### src/design/seb_pkg.sv
// seb_pkg: shared constants of the servo enable / brake sequencer
// assumes a 200 MHz system clock and a 32-bit classic wishbone bus
`default_nettype none
package seb_pkg;
  // clock and time base
  localparam int unsigned CLK_HZ = 200_000_000;
  localparam int unsigned MS_PER_S = 1000;
  localparam int unsigned CYC_PER_MS = CLK_HZ / MS_PER_S;
  // sequence times, in ms
  localparam logic [15:0] INIT_MS = 16'h0064;
  localparam logic [15:0] CLR_HOLD_MS = 16'h0078;
  localparam logic [15:0] REARM_MS = 16'h0028;
  localparam logic [15:0] CMD_DLY_MS = 16'h0064;
  // standstill threshold, r/min
  localparam logic [15:0] SLOW_RPM = 16'h001E;
  // register byte offsets
  localparam logic [7:0] OFS_STOP_DLY = 8'h00;
  localparam logic [7:0] OFS_MOVE_DLY = 8'h04;
  localparam logic [7:0] OFS_SEQ_SEL = 8'h08;
  localparam logic [7:0] OFS_STATUS = 8'h0C;
  localparam logic [7:0] OFS_IRQ_STAT = 8'h10;
  localparam logic [7:0] OFS_IRQ_MASK = 8'h14;
  // reset values
  localparam logic [15:0] STOP_DLY_RST = 16'h0000;
  localparam logic [15:0] MOVE_DLY_RST = 16'h0064;
  localparam logic [5:0] SEQ_SEL_RST = 6'h3F;
  localparam logic [3:0] IRQ_MASK_RST = 4'h0;
  // stop-sequence field positions: two bits per cause
  localparam int unsigned SEQ_SRVOFF_POS = 0;
  localparam int unsigned SEQ_ALARM_POS = 2;
  localparam int unsigned SEQ_OVT_POS = 4;
  localparam int unsigned SEQ_DECEL_BIT = 0;
  localparam int unsigned SEQ_STOP_BIT = 1;
  // interrupt status bits
  localparam int unsigned IRQ_ALARM = 0;
  localparam int unsigned IRQ_CLEARED = 1;
  localparam int unsigned IRQ_BRAKE = 2;
  localparam int unsigned IRQ_REFUSED = 3;
  localparam int unsigned IRQ_W = 4;
  // synchronised pin bundle positions
  localparam int unsigned PIN_EN = 0;
  localparam int unsigned PIN_CLR = 1;
  localparam int unsigned PIN_CW = 2;
  localparam int unsigned PIN_CCW = 3;
  localparam int unsigned PIN_PWR = 4;
  localparam int unsigned PIN_W = 5;
  // stop cause codes
  typedef enum logic [1:0] {
    CAUSE_SRVOFF,
    CAUSE_ALARM,
    CAUSE_OVT
  } seb_cause_e;
endpackage
`default_nettype wire

### src/design/seb_sequencer.sv
// seb_sequencer: servo enable gating, alarm handling, brake release timing
// and dynamic brake selection, with a classic wishbone register slave.
// assumes motor_speed_i and prot_trip_i come from logic on clk_i; all
// discrete host inputs and the main power sense are raw pins.
//
// Register access over Wishbone and the register addresses are this design's own decisions.
`default_nettype none
module seb_sequencer #(
  parameter int unsigned CYC_PER_MS = seb_pkg::CYC_PER_MS
) (
  input wire logic clk_i, // system clock, 200 MHz
  input wire logic rst_i, // synchronous reset, high
  input wire logic wb_cyc_i, // wishbone cycle
  input wire logic wb_stb_i, // wishbone strobe
  input wire logic wb_we_i, // wishbone write
  input wire logic [7:0] wb_adr_i, // wishbone byte address
  input wire logic [3:0] wb_sel_i, // wishbone byte lanes
  input wire logic [31:0] wb_dat_i, // wishbone write data
  output logic [31:0] wb_dat_o, // wishbone read data
  output logic wb_ack_o, // wishbone acknowledge
  input wire logic servo_enable_input_i, // host servo enable pin
  input wire logic alarm_clear_input_i, // host alarm clear pin
  input wire logic cw_overtravel_inhibit_i, // cw limit pin
  input wire logic ccw_overtravel_inhibit_i, // ccw limit pin
  input wire logic main_power_on_i, // main power sense pin
  input wire logic prot_trip_i, // protective function active
  input wire logic [15:0] motor_speed_i, // speed magnitude, r/min
  output logic motor_energize_o, // motor current allowed
  output logic brake_release_output_o, // high releases holding brake
  output logic servo_alarm_output_o, // high while in alarm
  output logic dyn_brake_o, // dynamic brake engaged
  output logic cmd_enable_o, // motion commands accepted
  output logic irq_o // level interrupt
);
  typedef enum logic [2:0] {
    S_INIT,
    S_OFF,
    S_ON,
    S_HOLD,
    S_COAST,
    S_ALARM,
    S_REARM,
    S_CMDWAIT
  } seb_state_e;
  // pick the dynamic-brake bit of one cause's two-bit field
  function automatic logic db_select(input logic [5:0] seq, input logic [1:0] cause,
                                     input logic slow);
    logic [1:0] fld;
    case (cause)
      seb_pkg::CAUSE_ALARM: fld = seq[seb_pkg::SEQ_ALARM_POS +: 2];
      seb_pkg::CAUSE_OVT: fld = seq[seb_pkg::SEQ_OVT_POS +: 2];
      default: fld = seq[seb_pkg::SEQ_SRVOFF_POS +: 2];
    endcase
    db_select = slow ? fld[seb_pkg::SEQ_STOP_BIT] : fld[seb_pkg::SEQ_DECEL_BIT];
  endfunction
  // merge write data into a 16-bit register through the two low byte lanes
  function automatic logic [15:0] lane_merge(input logic [15:0] old, input logic [15:0] wdat,
                                             input logic [1:0] sel);
    lane_merge = old;
    for (int i = 0; i < 2; i++) begin
      if (sel[i]) begin
        lane_merge[i*8 +: 8] = wdat[i*8 +: 8];
      end
    end
  endfunction
  // pin synchronisers
  logic [seb_pkg::PIN_W-1:0] pins_sync;
  seb_sync #(.WIDTH(seb_pkg::PIN_W)) u_sync (
    .clk_i(clk_i),
    .rst_i(rst_i),
    .async_i({main_power_on_i, ccw_overtravel_inhibit_i, cw_overtravel_inhibit_i,
              alarm_clear_input_i, servo_enable_input_i}),
    .sync_o(pins_sync)
  );
  wire en_s = pins_sync[seb_pkg::PIN_EN];
  wire clr_s = pins_sync[seb_pkg::PIN_CLR];
  wire ovt_s = pins_sync[seb_pkg::PIN_CW] | pins_sync[seb_pkg::PIN_CCW];
  wire pwr_s = pins_sync[seb_pkg::PIN_PWR];
  wire slow = (motor_speed_i < seb_pkg::SLOW_RPM);
  // state and outputs
  seb_state_e state_ff, nxt_state;
  logic energize_ff, nxt_energize;
  logic release_ff, nxt_release;
  logic alarm_ff, nxt_alarm;
  logic cmd_ff, nxt_cmd;
  logic db_ff, nxt_db;
  logic alarm_path_ff, nxt_alarm_path;
  logic [1:0] cause_ff, nxt_cause;
  logic en_prev_ff, clr_prev_ff;
  logic ev_alarm, ev_cleared, ev_brake, ev_refused; // interrupt event strobes
  // software-visible settings
  logic [15:0] stop_dly_ff;
  logic [15:0] move_dly_ff;
  logic [5:0] seq_sel_ff;
  logic [3:0] irq_mask_ff;
  logic [3:0] irq_stat_ff;
  logic ack_ff;
  logic [31:0] rdat_ff;
  // sequence timer and alarm-clear hold timer
  logic tmr_start, tmr_run, tmr_done;
  logic [15:0] tmr_dur;
  seb_ms_timer #(.CYC_PER_MS(CYC_PER_MS)) u_seq_tmr (
    .clk_i(clk_i),
    .rst_i(rst_i),
    .start_i(tmr_start),
    .stop_i(1'b0),
    .dur_ms_i(tmr_dur),
    .running_o(tmr_run),
    .done_o(tmr_done)
  );
  wire clr_rise = clr_s && !clr_prev_ff;
  logic clr_done;
  seb_ms_timer #(.CYC_PER_MS(CYC_PER_MS)) u_clr_tmr (
    .clk_i(clk_i),
    .rst_i(rst_i),
    .start_i(clr_rise),
    .stop_i(!clr_s),
    .dur_ms_i(seb_pkg::CLR_HOLD_MS),
    .running_o(),
    .done_o(clr_done)
  );
  // a clear is honoured only once held long enough and the trip is gone
  wire clr_ok = clr_done && clr_s && !prot_trip_i;
  // sequence next-state logic
  always_comb begin
    nxt_state = state_ff;
    nxt_energize = energize_ff;
    nxt_release = release_ff;
    nxt_alarm = alarm_ff;
    nxt_cmd = cmd_ff;
    nxt_alarm_path = alarm_path_ff;
    nxt_cause = cause_ff;
    tmr_start = 1'b0;
    tmr_dur = 16'h0000;
    ev_refused = 1'b0;
    case (state_ff)
      S_INIT: begin
        // enable is not looked at here at all
        if (tmr_done) begin
          nxt_state = S_OFF;
        end else if (!tmr_run) begin
          tmr_start = 1'b1;
          tmr_dur = seb_pkg::INIT_MS;
        end
      end
      S_OFF: begin
        if (prot_trip_i) begin
          nxt_alarm = 1'b1;
          nxt_cause = seb_pkg::CAUSE_ALARM;
          nxt_state = S_ALARM;
        end else if (en_s && pwr_s && slow) begin
          nxt_energize = 1'b1;
          nxt_release = 1'b1;
          nxt_cmd = 1'b1;
          nxt_cause = seb_pkg::CAUSE_SRVOFF;
          nxt_state = S_ON;
        end else if (en_s && !en_prev_ff) begin
          ev_refused = 1'b1;
        end
      end
      S_ON, S_CMDWAIT: begin
        if (prot_trip_i) begin
          nxt_energize = 1'b0;
          nxt_alarm = 1'b1;
          nxt_cmd = 1'b0;
          nxt_cause = seb_pkg::CAUSE_ALARM;
          if (slow) begin
            // already below threshold: the shorter time is zero
            nxt_release = 1'b0;
            nxt_state = S_ALARM;
          end else begin
            nxt_alarm_path = 1'b1;
            tmr_start = 1'b1;
            tmr_dur = move_dly_ff;
            nxt_state = S_COAST;
          end
        end else if (!en_s || !pwr_s) begin
          nxt_cmd = 1'b0;
          nxt_cause = seb_pkg::CAUSE_SRVOFF;
          nxt_alarm_path = 1'b0;
          tmr_start = 1'b1;
          if (slow) begin
            // brake first, current stays on for the stopped delay
            nxt_release = 1'b0;
            tmr_dur = stop_dly_ff;
            nxt_state = S_HOLD;
          end else begin
            nxt_energize = 1'b0;
            tmr_dur = move_dly_ff;
            nxt_state = S_COAST;
          end
        end else if (state_ff == S_CMDWAIT) begin
          if (tmr_done) begin
            nxt_cmd = 1'b1;
            nxt_state = S_ON;
          end
        end else begin
          // overtravel frees the motor; the field picks brake or coast
          nxt_energize = !ovt_s;
          nxt_cmd = !ovt_s;
          nxt_cause = ovt_s ? seb_pkg::CAUSE_OVT : seb_pkg::CAUSE_SRVOFF;
        end
      end
      S_HOLD: begin
        if (prot_trip_i) begin
          nxt_energize = 1'b0;
          nxt_alarm = 1'b1;
          nxt_cause = seb_pkg::CAUSE_ALARM;
          nxt_state = S_ALARM;
        end else if (tmr_done) begin
          nxt_energize = 1'b0;
          nxt_state = S_OFF;
        end
      end
      S_COAST: begin
        if (prot_trip_i && !alarm_path_ff) begin
          nxt_alarm = 1'b1;
          nxt_alarm_path = 1'b1;
          nxt_cause = seb_pkg::CAUSE_ALARM;
        end
        // whichever comes first: delay expiry or slowing down
        if (tmr_done || slow) begin
          nxt_release = 1'b0;
          nxt_state = (alarm_path_ff || prot_trip_i) ? S_ALARM : S_OFF;
        end
      end
      S_ALARM: begin
        if (clr_ok) begin
          nxt_alarm_path = 1'b0;
          if (en_s && pwr_s) begin
            tmr_start = 1'b1;
            tmr_dur = seb_pkg::REARM_MS;
            nxt_state = S_REARM;
          end else begin
            nxt_alarm = 1'b0;
            nxt_cause = seb_pkg::CAUSE_SRVOFF;
            nxt_state = S_OFF;
          end
        end
      end
      S_REARM: begin
        if (tmr_done) begin
          nxt_energize = 1'b1;
          nxt_release = 1'b1;
          nxt_alarm = 1'b0;
          nxt_cause = seb_pkg::CAUSE_SRVOFF;
          tmr_start = 1'b1;
          tmr_dur = seb_pkg::CMD_DLY_MS;
          nxt_state = S_CMDWAIT;
        end
      end
      default: begin
        nxt_state = S_INIT;
      end
    endcase
  end
  // dynamic brake: forced with main power off, else per cause field while de-energized
  assign nxt_db = !pwr_s || (!nxt_energize && db_select(seq_sel_ff, nxt_cause, slow));
  assign ev_alarm = nxt_alarm && !alarm_ff;
  assign ev_cleared = !nxt_alarm && alarm_ff;
  assign ev_brake = !nxt_release && release_ff;
  // sequencer registers
  always_ff @(posedge clk_i) begin
    if (rst_i) begin
      state_ff <= S_INIT;
      energize_ff <= 1'b0;
      release_ff <= 1'b0;
      alarm_ff <= 1'b0;
      cmd_ff <= 1'b0;
      db_ff <= 1'b1;
      alarm_path_ff <= 1'b0;
      cause_ff <= seb_pkg::CAUSE_SRVOFF;
      en_prev_ff <= 1'b0;
      clr_prev_ff <= 1'b0;
    end else begin
      state_ff <= nxt_state;
      energize_ff <= nxt_energize;
      release_ff <= nxt_release;
      alarm_ff <= nxt_alarm;
      cmd_ff <= nxt_cmd;
      db_ff <= nxt_db;
      alarm_path_ff <= nxt_alarm_path;
      cause_ff <= nxt_cause;
      en_prev_ff <= en_s;
      clr_prev_ff <= clr_s;
    end
  end
  // main power loss removes current at once, whatever the state
  assign motor_energize_o = energize_ff && pwr_s;
  assign brake_release_output_o = release_ff;
  assign servo_alarm_output_o = alarm_ff;
  assign dyn_brake_o = db_ff;
  assign cmd_enable_o = cmd_ff;
  // bus decode: one ack per request, answered the cycle after the strobe
  wire wb_req = wb_cyc_i && wb_stb_i && !ack_ff;
  wire wr_stop = wb_req && wb_we_i && (wb_adr_i == seb_pkg::OFS_STOP_DLY);
  wire wr_move = wb_req && wb_we_i && (wb_adr_i == seb_pkg::OFS_MOVE_DLY);
  wire wr_seq = wb_req && wb_we_i && (wb_adr_i == seb_pkg::OFS_SEQ_SEL);
  wire wr_mask = wb_req && wb_we_i && (wb_adr_i == seb_pkg::OFS_IRQ_MASK);
  wire rd_stat = wb_req && !wb_we_i && (wb_adr_i == seb_pkg::OFS_IRQ_STAT);
  wire [3:0] irq_events = {ev_refused, ev_brake, ev_cleared, ev_alarm};
  wire [31:0] status_word = {20'h00000, 1'b0, state_ff, cause_ff, cmd_ff, db_ff,
                             alarm_ff, release_ff, energize_ff, pwr_s};
  logic [31:0] rd_mux;
  always_comb begin
    case (wb_adr_i)
      seb_pkg::OFS_STOP_DLY: rd_mux = {16'h0000, stop_dly_ff};
      seb_pkg::OFS_MOVE_DLY: rd_mux = {16'h0000, move_dly_ff};
      seb_pkg::OFS_SEQ_SEL: rd_mux = {26'h0000000, seq_sel_ff};
      seb_pkg::OFS_STATUS: rd_mux = status_word;
      seb_pkg::OFS_IRQ_STAT: rd_mux = {28'h0000000, irq_stat_ff};
      seb_pkg::OFS_IRQ_MASK: rd_mux = {28'h0000000, irq_mask_ff};
      default: rd_mux = 32'h0000_0000;
    endcase
  end
  // register writes, byte-lane aware; unmapped writes are dropped
  always_ff @(posedge clk_i) begin
    if (rst_i) begin
      stop_dly_ff <= seb_pkg::STOP_DLY_RST;
      move_dly_ff <= seb_pkg::MOVE_DLY_RST;
      seq_sel_ff <= seb_pkg::SEQ_SEL_RST;
      irq_mask_ff <= seb_pkg::IRQ_MASK_RST;
    end else begin
      if (wr_stop) begin
        stop_dly_ff <= lane_merge(stop_dly_ff, wb_dat_i[15:0], wb_sel_i[1:0]);
      end
      if (wr_move) begin
        move_dly_ff <= lane_merge(move_dly_ff, wb_dat_i[15:0], wb_sel_i[1:0]);
      end
      if (wr_seq && wb_sel_i[0]) begin
        seq_sel_ff <= wb_dat_i[5:0];
      end
      if (wr_mask && wb_sel_i[0]) begin
        irq_mask_ff <= wb_dat_i[3:0];
      end
    end
  end
  // sticky events; a new event beats the read that clears
  always_ff @(posedge clk_i) begin
    if (rst_i) begin
      irq_stat_ff <= 4'h0;
      ack_ff <= 1'b0;
      rdat_ff <= 32'h0000_0000;
    end else begin
      irq_stat_ff <= (rd_stat ? 4'h0 : irq_stat_ff) | irq_events;
      ack_ff <= wb_req;
      rdat_ff <= wb_req ? rd_mux : 32'h0000_0000;
    end
  end
  assign wb_ack_o = ack_ff;
  assign wb_dat_o = rdat_ff;
  assign irq_o = |(irq_stat_ff & irq_mask_ff);
endmodule // seb_sequencer
`default_nettype wire

### src/design/seb_sync.sv
// seb_sync: two-flop synchroniser for a bundle of pin levels
// assumes inputs are quasi-static levels from outside the clock domain
`default_nettype none
module seb_sync #(
  parameter int unsigned WIDTH = 1
) (
  input wire logic clk_i, // system clock
  input wire logic rst_i, // synchronous reset, high
  input wire logic [WIDTH-1:0] async_i, // raw pin levels
  output logic [WIDTH-1:0] sync_o // synchronised levels
);
  logic [WIDTH-1:0] meta_ff;
  logic [WIDTH-1:0] sync_ff;

  // first stage feeds only the second
  always_ff @(posedge clk_i) begin
    if (rst_i) begin
      meta_ff <= '0;
      sync_ff <= '0;
    end else begin
      meta_ff <= async_i;
      sync_ff <= meta_ff;
    end
  end

  assign sync_o = sync_ff;
endmodule // seb_sync
`default_nettype wire

### src/design/seb_ms_timer.sv
// seb_ms_timer: millisecond down-counter with a cycle prescaler
// assumes start_i is a one-cycle pulse from same-domain logic
`default_nettype none
module seb_ms_timer #(
  parameter int unsigned CYC_PER_MS = seb_pkg::CYC_PER_MS
) (
  input wire logic clk_i, // system clock
  input wire logic rst_i, // synchronous reset, high
  input wire logic start_i, // load and arm
  input wire logic stop_i, // disarm
  input wire logic [15:0] dur_ms_i, // duration in ms
  output logic running_o, // armed and counting
  output logic done_o // armed and expired
);
  logic armed_ff;
  logic [15:0] left_ff;
  logic [31:0] pre_ff;
  wire pre_wrap = (pre_ff == 32'(CYC_PER_MS - 1));

  // restart loads the duration; a restart clears the prescaler phase
  always_ff @(posedge clk_i) begin
    if (rst_i || stop_i) begin
      armed_ff <= 1'b0;
      left_ff <= 16'h0000;
      pre_ff <= 32'h0000_0000;
    end else if (start_i) begin
      armed_ff <= 1'b1;
      left_ff <= dur_ms_i;
      pre_ff <= 32'h0000_0000;
    end else if (armed_ff && left_ff != 16'h0000) begin
      pre_ff <= pre_wrap ? 32'h0000_0000 : pre_ff + 32'h0000_0001;
      if (pre_wrap) begin
        left_ff <= left_ff - 16'h0001;
      end
    end
  end

  assign running_o = armed_ff && (left_ff != 16'h0000);
  assign done_o = armed_ff && (left_ff == 16'h0000);
endmodule // seb_ms_timer
`default_nettype wire

### config.mk
export PLATFORM = sky130hd
export DESIGN_NAME = seb_sequencer
export DESIGN_NICKNAME = d
export VERILOG_FILES = /design/src/design/seb_pkg.sv /design/src/design/seb_sequencer.sv /design/src/design/seb_sync.sv /design/src/design/seb_ms_timer.sv
export SDC_FILE = /design/constraint.sdc
export NUM_CORES = 1
export LEC_CHECK = 0
export BUFFER_PORTS_ARGS = -buffer_cell sky130_fd_sc_hd__clkbuf_2
export CAP_MARGIN = 15
export CORE_MARGIN = 2
export CORE_UTILIZATION = 40
export CTS_CLUSTER_DIAMETER = 50
export DETAILED_ROUTE_END_ITERATION = 10
export SETUP_SLACK_MARGIN = 0.2
export SLEW_MARGIN = 20
export SYNTH_ARGS = -nofsm -noshare
export SYNTH_HDL_FRONTEND = slang
export SYNTH_SLANG_ARGS = --single-unit
### constraint.sdc
create_clock -name clk_i -period 3.3 [get_ports clk_i]
set_input_delay 0.66 -clock clk_i [delete_from_list [all_inputs] [get_ports clk_i]]
set_output_delay 0.66 -clock clk_i [all_outputs]
set_load 0.01 [all_outputs]
### Word-level counts from Yosys, hierarchy flattened

Index checks and enable logic that the tools add are counted.

* add/subtract/negate cells: 4
* multiply operators: 0
* divide/modulo/power cells: 0
* magnitude comparators: 1
* eq/ne operators: 28
* shifts and indexed selects: 0
* mux-type cells: 100
* bitwise logic cells: 4
* reductions and logical operators: 74

Operator list (number)
* 2-to-1 mux 16 bit: 7
* one-hot mux 16 bit (6 select lines): 1
* adder 32 x 1 -> 32 bit (second input constant): 2
* equality test 32 x 18 -> 1 bit (second input constant): 2
* 2-to-1 mux 32 bit: 2
* one-hot mux 16 bit (4 select lines): 1
* 2-to-1 mux 1 bit: 46
* 2-to-1 mux 3 bit: 14
* 2-to-1 mux 7 bit: 6
* zero test 16 bit: 2
* nonzero test 16 bit: 2
* subtractor 16 x 1 -> 16 bit (second input constant): 2
* logical AND 1 bit: 27
* 2-to-1 mux 2 bit: 11
* one-hot mux 3 bit (7 select lines): 1
* equality test 8 x 4 -> 1 bit (second input constant): 2
* equality test 8 x 5 -> 1 bit (second input constant): 2
* < comparator 16 x 5 -> 1 bit (second input constant): 1
* one-hot mux 1 bit (4 select lines): 4
* zero test 1 bit: 14
* AND reduction 2 bit: 7
* equality test 3 bit (second input constant): 4
* 2-to-1 mux 6 bit: 2
* != test 2 bit (second input constant): 6
* 27 further kinds: 43

* register bits: 200
* latch bits: 0
* memory bits (writable): 0
* memory bits (read-only): 0
* input bits: 71
* output and inout port bits: 39
* logic and storage cells: 239
* memories kept: 0

### Longest topological paths before layout

* word-level depth: 11
* depth in mapped cells: 12
* mapped depth without buffers: 12

### Cells and area by module

Synthesis repeated with hierarchy kept, for this count alone.

* cells, all modules: 1187
* area, all modules: 9994.6 um^2

By module, submodules not included
* seb_sequencer: instances 1, cells an instance 511, area an instance 4414.2 um^2, seq. area each 1521.5 um^2
* seb_ms_timer (u_clr_tmr): instances 1, cells an instance 335, area an instance 2677.6 um^2, seq. area each 980.9 um^2
* seb_ms_timer (u_seq_tmr): instances 1, cells an instance 321, area an instance 2640.0 um^2, seq. area each 980.9 um^2
* seb_sync: instances 1, cells an instance 20, area an instance 262.8 um^2, seq. area each 200.2 um^2

### Least setup slack after synthesis

No wires, ideal clock.

* path type: flip-flop to flip-flop
* from: register u_seq_tmr.left_ff[6]
* to: register db_ff (netlist: dyn_brake_o)
* library setup time: 0.120 ns
* arrival: 3.243 ns
* required time: 3.180 ns
* slack: -0.063 ns
* cell stages (with the launch flop): 12
* path buffers: 1
* clock period less this slack: 3.363 ns
* cell sequence: dfxtp_1 > or4_4 > buf_6 > nor4_1 > a31oi_1 > or3_1 > o21ai_1 > nand2_1 > ha_1 > a22o_1 > mux4_2 > a211o_1

* cells in the longest elaborated chain, start to end: 9
* elaborated cells between the ends (all ways): 15
* classes of those cells: eq/ne (2); mux (8); reduce/logical (5)

RTL lines
* start, declared: RTL line seb_ms_timer.sv:16 `logic [15:0] left_ff;`
* start signal, assigned: RTL line seb_ms_timer.sv:28 `left_ff <= dur_ms_i;`
* start signal, assigned: RTL line seb_ms_timer.sv:33 `left_ff <= left_ff - 16'h0001;`
* zero test 16 bit (*): RTL line seb_ms_timer.sv:39 `assign done_o = armed_ff && (left_ff == 16'h0000);`
* logical AND 1 bit (*): RTL line seb_ms_timer.sv:39
* 2-to-1 mux 2 bit (*): RTL line seb_sequencer.sv:242 `if (tmr_done) begin`
* one-hot mux 2 bit (6 select lines) (*): RTL line seb_sequencer.sv:136 `case (state_ff)`
* via nxt_cause[1]: RTL line seb_sequencer.sv:88 `logic [1:0] cause_ff, nxt_cause;`
* equality test 2 bit or equality test 2 x 1 -> 1 bit (tied branches): RTL line seb_sequencer.sv:49 `case (cause)`
* one-hot mux 2 bit (2 select lines) (*): RTL line seb_sequencer.sv:49
* 2-to-1 mux 1 bit (*): RTL line seb_sequencer.sv:54 `db_select = slow ? fld[seb_pkg::SEQ_STOP_BIT] : fld[seb_pkg::SEQ_DECEL_BIT];`
* logical AND 1 bit (*): RTL line seb_sequencer.sv:258 `assign nxt_db = !pwr_s || (!nxt_energize && db_select(seq_sel_ff, nxt_cause, slow));`
* logical OR 1 bit (*): RTL line seb_sequencer.sv:258
* end signal, assigned: RTL line seb_sequencer.sv:281 `db_ff <= nxt_db;`
* end, declared: RTL line seb_sequencer.sv:86 `logic db_ff, nxt_db;`

Mark *: on every way through the listed nets, which the timed path passes. The rest lies on a longest branch.
A chain may end at the register's enable or synchronous reset.

### Final worst setup path

* from: register u_seq_tmr.left_ff[2]
* to: register db_ff (netlist: dyn_brake_o)

Same word-level chain as after synthesis.

==> impl_results.md <==
* PD cells at ~490 mW/mm²
* Post-synth cell types at between 70 and 80
* RSZ-0062 raised after global routing: yes
* Full die area at between 0.02 and 0.03 mm²
* CP Data Required Time at between 3000 and 4000 ps
* Hold Slack at between 400 and 500 ps
* Initial DRC Count at 701
* Clock Skew at approximately 16 ps
* Vias at around 8,400
* Vias in the first global route at slightly below 8,000
* Routed Wire Length at roughly 24 mm
* EDFF count, synth at 0
* H-tree levels at 4
* Lkg Pwr at roughly 3.7 nW
* YS warnings at 0
* TritonCTS buffer count at 17
* Slowest CP cell: or4_4
* Clock sinks at 184
* Most common cell in the netlist: dfxtp_1
* Slew Viols, Final at 0
* Core area at between 0.02 and 0.025 mm²
* Cts hold-fix bufs at 0
* Longest Clk Path Bufs at 2
* Largest net degree at the start of global routing at 36
* Placed Area at approximately 0.011 mm²
* Synth top cells by count: dfxtp_1 (184), nor2_1 (118), nand2_1 (107), a21oi_1 (74), nand3_1 (50)
* # IOs at 110
* Via density at ~5.4
* PortBufs at 74
* Post-DP HPWL at between 15 and 20 mm
* Post-synth ARST share at 0%
* CP Capture Type: flip-flop
* Final core occ at 47.1%
* Synth top area share at roughly two fifths
* Leading area contributor after synthesis: dfxtp_1
* Crit path depth at 10
* Hold Path Class: input port to flip-flop
* Placed Instances at around 1,500
* Pwr Total at ~5.5 mW
* Syn Area/Cell at between 8 and 9 µm²
* # setup viols final at 0
* Crit path launch type: flip-flop
* P&R area growth vs syn at 15.6%
* Max_cap viols at 0
* Peak VDD IR at 0.411 mV
* # rows at 56
* Period minus WS final at about 3200 ps
* Post-synthesis register bit count at approximately 180
* Ant. Diodes at 0
* DRC at 0
* Die Y at between 150 and 200 µm
* Relative slew slack at around 55%
* Share of post-route cells with drive strength above 1 at 19.5%
* Mapped Area at roughly 0.0096 mm²
* Largest cells by area after synthesis: dfxtp_1 (38%), nor2_1 (4.6%), nand2_1 (4.2%), a21oi_1 (3.9%), nor2_4 (3.5%)
* CP delay by family, top: simple AND/OR/NAND/NOR gates
* Crit-path cells: or4_4, nor4_4, a31oi_2, or3_4, o21ai_4, nand2_1, ha_2, a22o_1, mux4_2, a211o_1
* Hold Crit Depth at 2
* Worst EP arrival at roughly 3600 ps
* R2r worst-path depth at 10
* Final Wtd Congestion at 0.872
* Dpl ws at -20.9 ps
* Status: finished, final reports clean
* Clock slew at reported path FFs at about 80 ps
* Post-route ant nets at 0
* Max stage delay on crit path at approximately 540 ps
* CTS root buf: clkbuf_16
* First-pass GRT wire length at between 40 and 50 mm
* Cells after Synth at 1,140
* Grt ovf at 0
* TNS Setup at 0 ps
* Main flop type after synthesis: dfxtp_1
* Tcrit/Tclk final at between 90% and 100%
* Seq/Total Area, Yosys at around two fifths
* Setup Crit Path Kind: flip-flop to flip-flop
* Peak Freq at approximately 310 MHz
* Hold Vio Cnt, Final at 0
* Initial antenna violation count at 0
* Final WS setup at just over 60 ps
* Final instance area at ~0.011 mm²
* Cell Count, Final, Fillers Out at approximately 1,600
* Worst-Margin Slew at a little under 700 ps
* Gr usage total at 19.4%
* Initial Util at 40.8%
* Avg WL per Cell at around 15 µm
* First-pass iteration count of the detailed router at 5
* Die Wd at roughly 160 µm
* Worst-skew pair later-pin latency at approximately 440 ps
* CP Buf/Inv Count at 0
* CP Max Fanout at 3
* Fin nets at roughly 1,300
* CTS tree: built
==> final timing paths <==
kind	from	end	slack, ps
max	u_seq_tmr.left_ff[2]	dyn_brake_o	60
min	servo_enable_input_i	u_sync.meta_ff[0]	430
max reg2reg	u_seq_tmr.left_ff[2]	dyn_brake_o	60
min reg2reg	u_sync.meta_ff[4]	u_sync.sync_o[4]	440
==> report_power, final <==
group,switching (mW),internal (mW),total (mW)
Sequential,0.0743,2.29,2.36
Combinational,0.684,0.489,1.17
Clock,0.968,0.987,1.95
==> repair_timing <==
| item | 4_1_cts | 5_1_grt |
|---|---|---|
| resized for setup | 2 | 5 |
| setup buffers | 1 | 0 |
| setup endpoints to repair | 1 | 7 |
| pin swaps | 3 | 2 |
| cloned | 0 | 0 |
==> kinds of logic (layout without fill, tap and decap cells) <==
logic type | after synthesis | after routing | share of synthesized area (%)
AOI/OAI and AO/OA | 216 | 216 | 14.5
xor gates and xnor gates | 72 | 72 | 6.57
adders and majority gates | 9 | 9 | 1.15
buffers and inverters | 108 | 194 | 5.74
DFF | 184 | 184 | 38.4
muxes | 31 | 31 | 4.20
other | 1 | 16 | 0.0391
and+or+nand+nor | 519 | 519 | 29.5
==> area by class of cell <==
class | count | area, µm²
sequential | 184 | 3690
inverter | 28 | 105
clock inverter | 14 | 115
clock buffer | 18 | 429
multi-input combinational | 863 | 5530
timing repair buffer | 134 | 833
fill | 2360 | 12400
tap | 319 | 399
==> registers in the layout, indices dropped and copies added (netlist names), 3 cells and up <==
register / cells
stop_dly_ff: 16
irq_stat_ff: 4
move_dly_ff: 16
wb_dat_o: 16
u_sync.meta_ff: 5
irq_mask_ff: 4
state_ff: 3
u_sync.sync_o: 5
u_clr_tmr.pre_ff: 32
u_seq_tmr.left_ff: 16
seq_sel_ff: 6
u_seq_tmr.pre_ff: 32
u_clr_tmr.left_ff: 16
==> per-layer routing <==
metal | part of all wire, % | vias up | GRT usage (%)
met2 | 44 | 196 | 29.8
met4 | 1.2 | 0 | 4.92
met5 | 0 | - | 0
met3 | 5.5 | 20 | 3.76
met1 | 49 | 4007 | 27.9
li1 | - | 4216 | -
==> placed cells by master (no fill, tap or decap), types with 12 or more instances in the layout <==
master and instances:
a31oi_1 12, a21oi_1 74, dfxtp_1 180, xor2_1 34
conb_1 16, clkbuf_2 73, inv_1 28, nand4_1 35
or3_1 18, nor3_1 39, xnor2_1 38, clkbuf_16 17
nand2_1 107, nor4_1 24, mux2i_1 20, a211o_1 15
and3_1 12, nor2b_1 25, nor2_4 32, nor2_1 116
nand3_1 50, buf_4 59, o21ai_0 39
(Power assumes the default switching activity.)
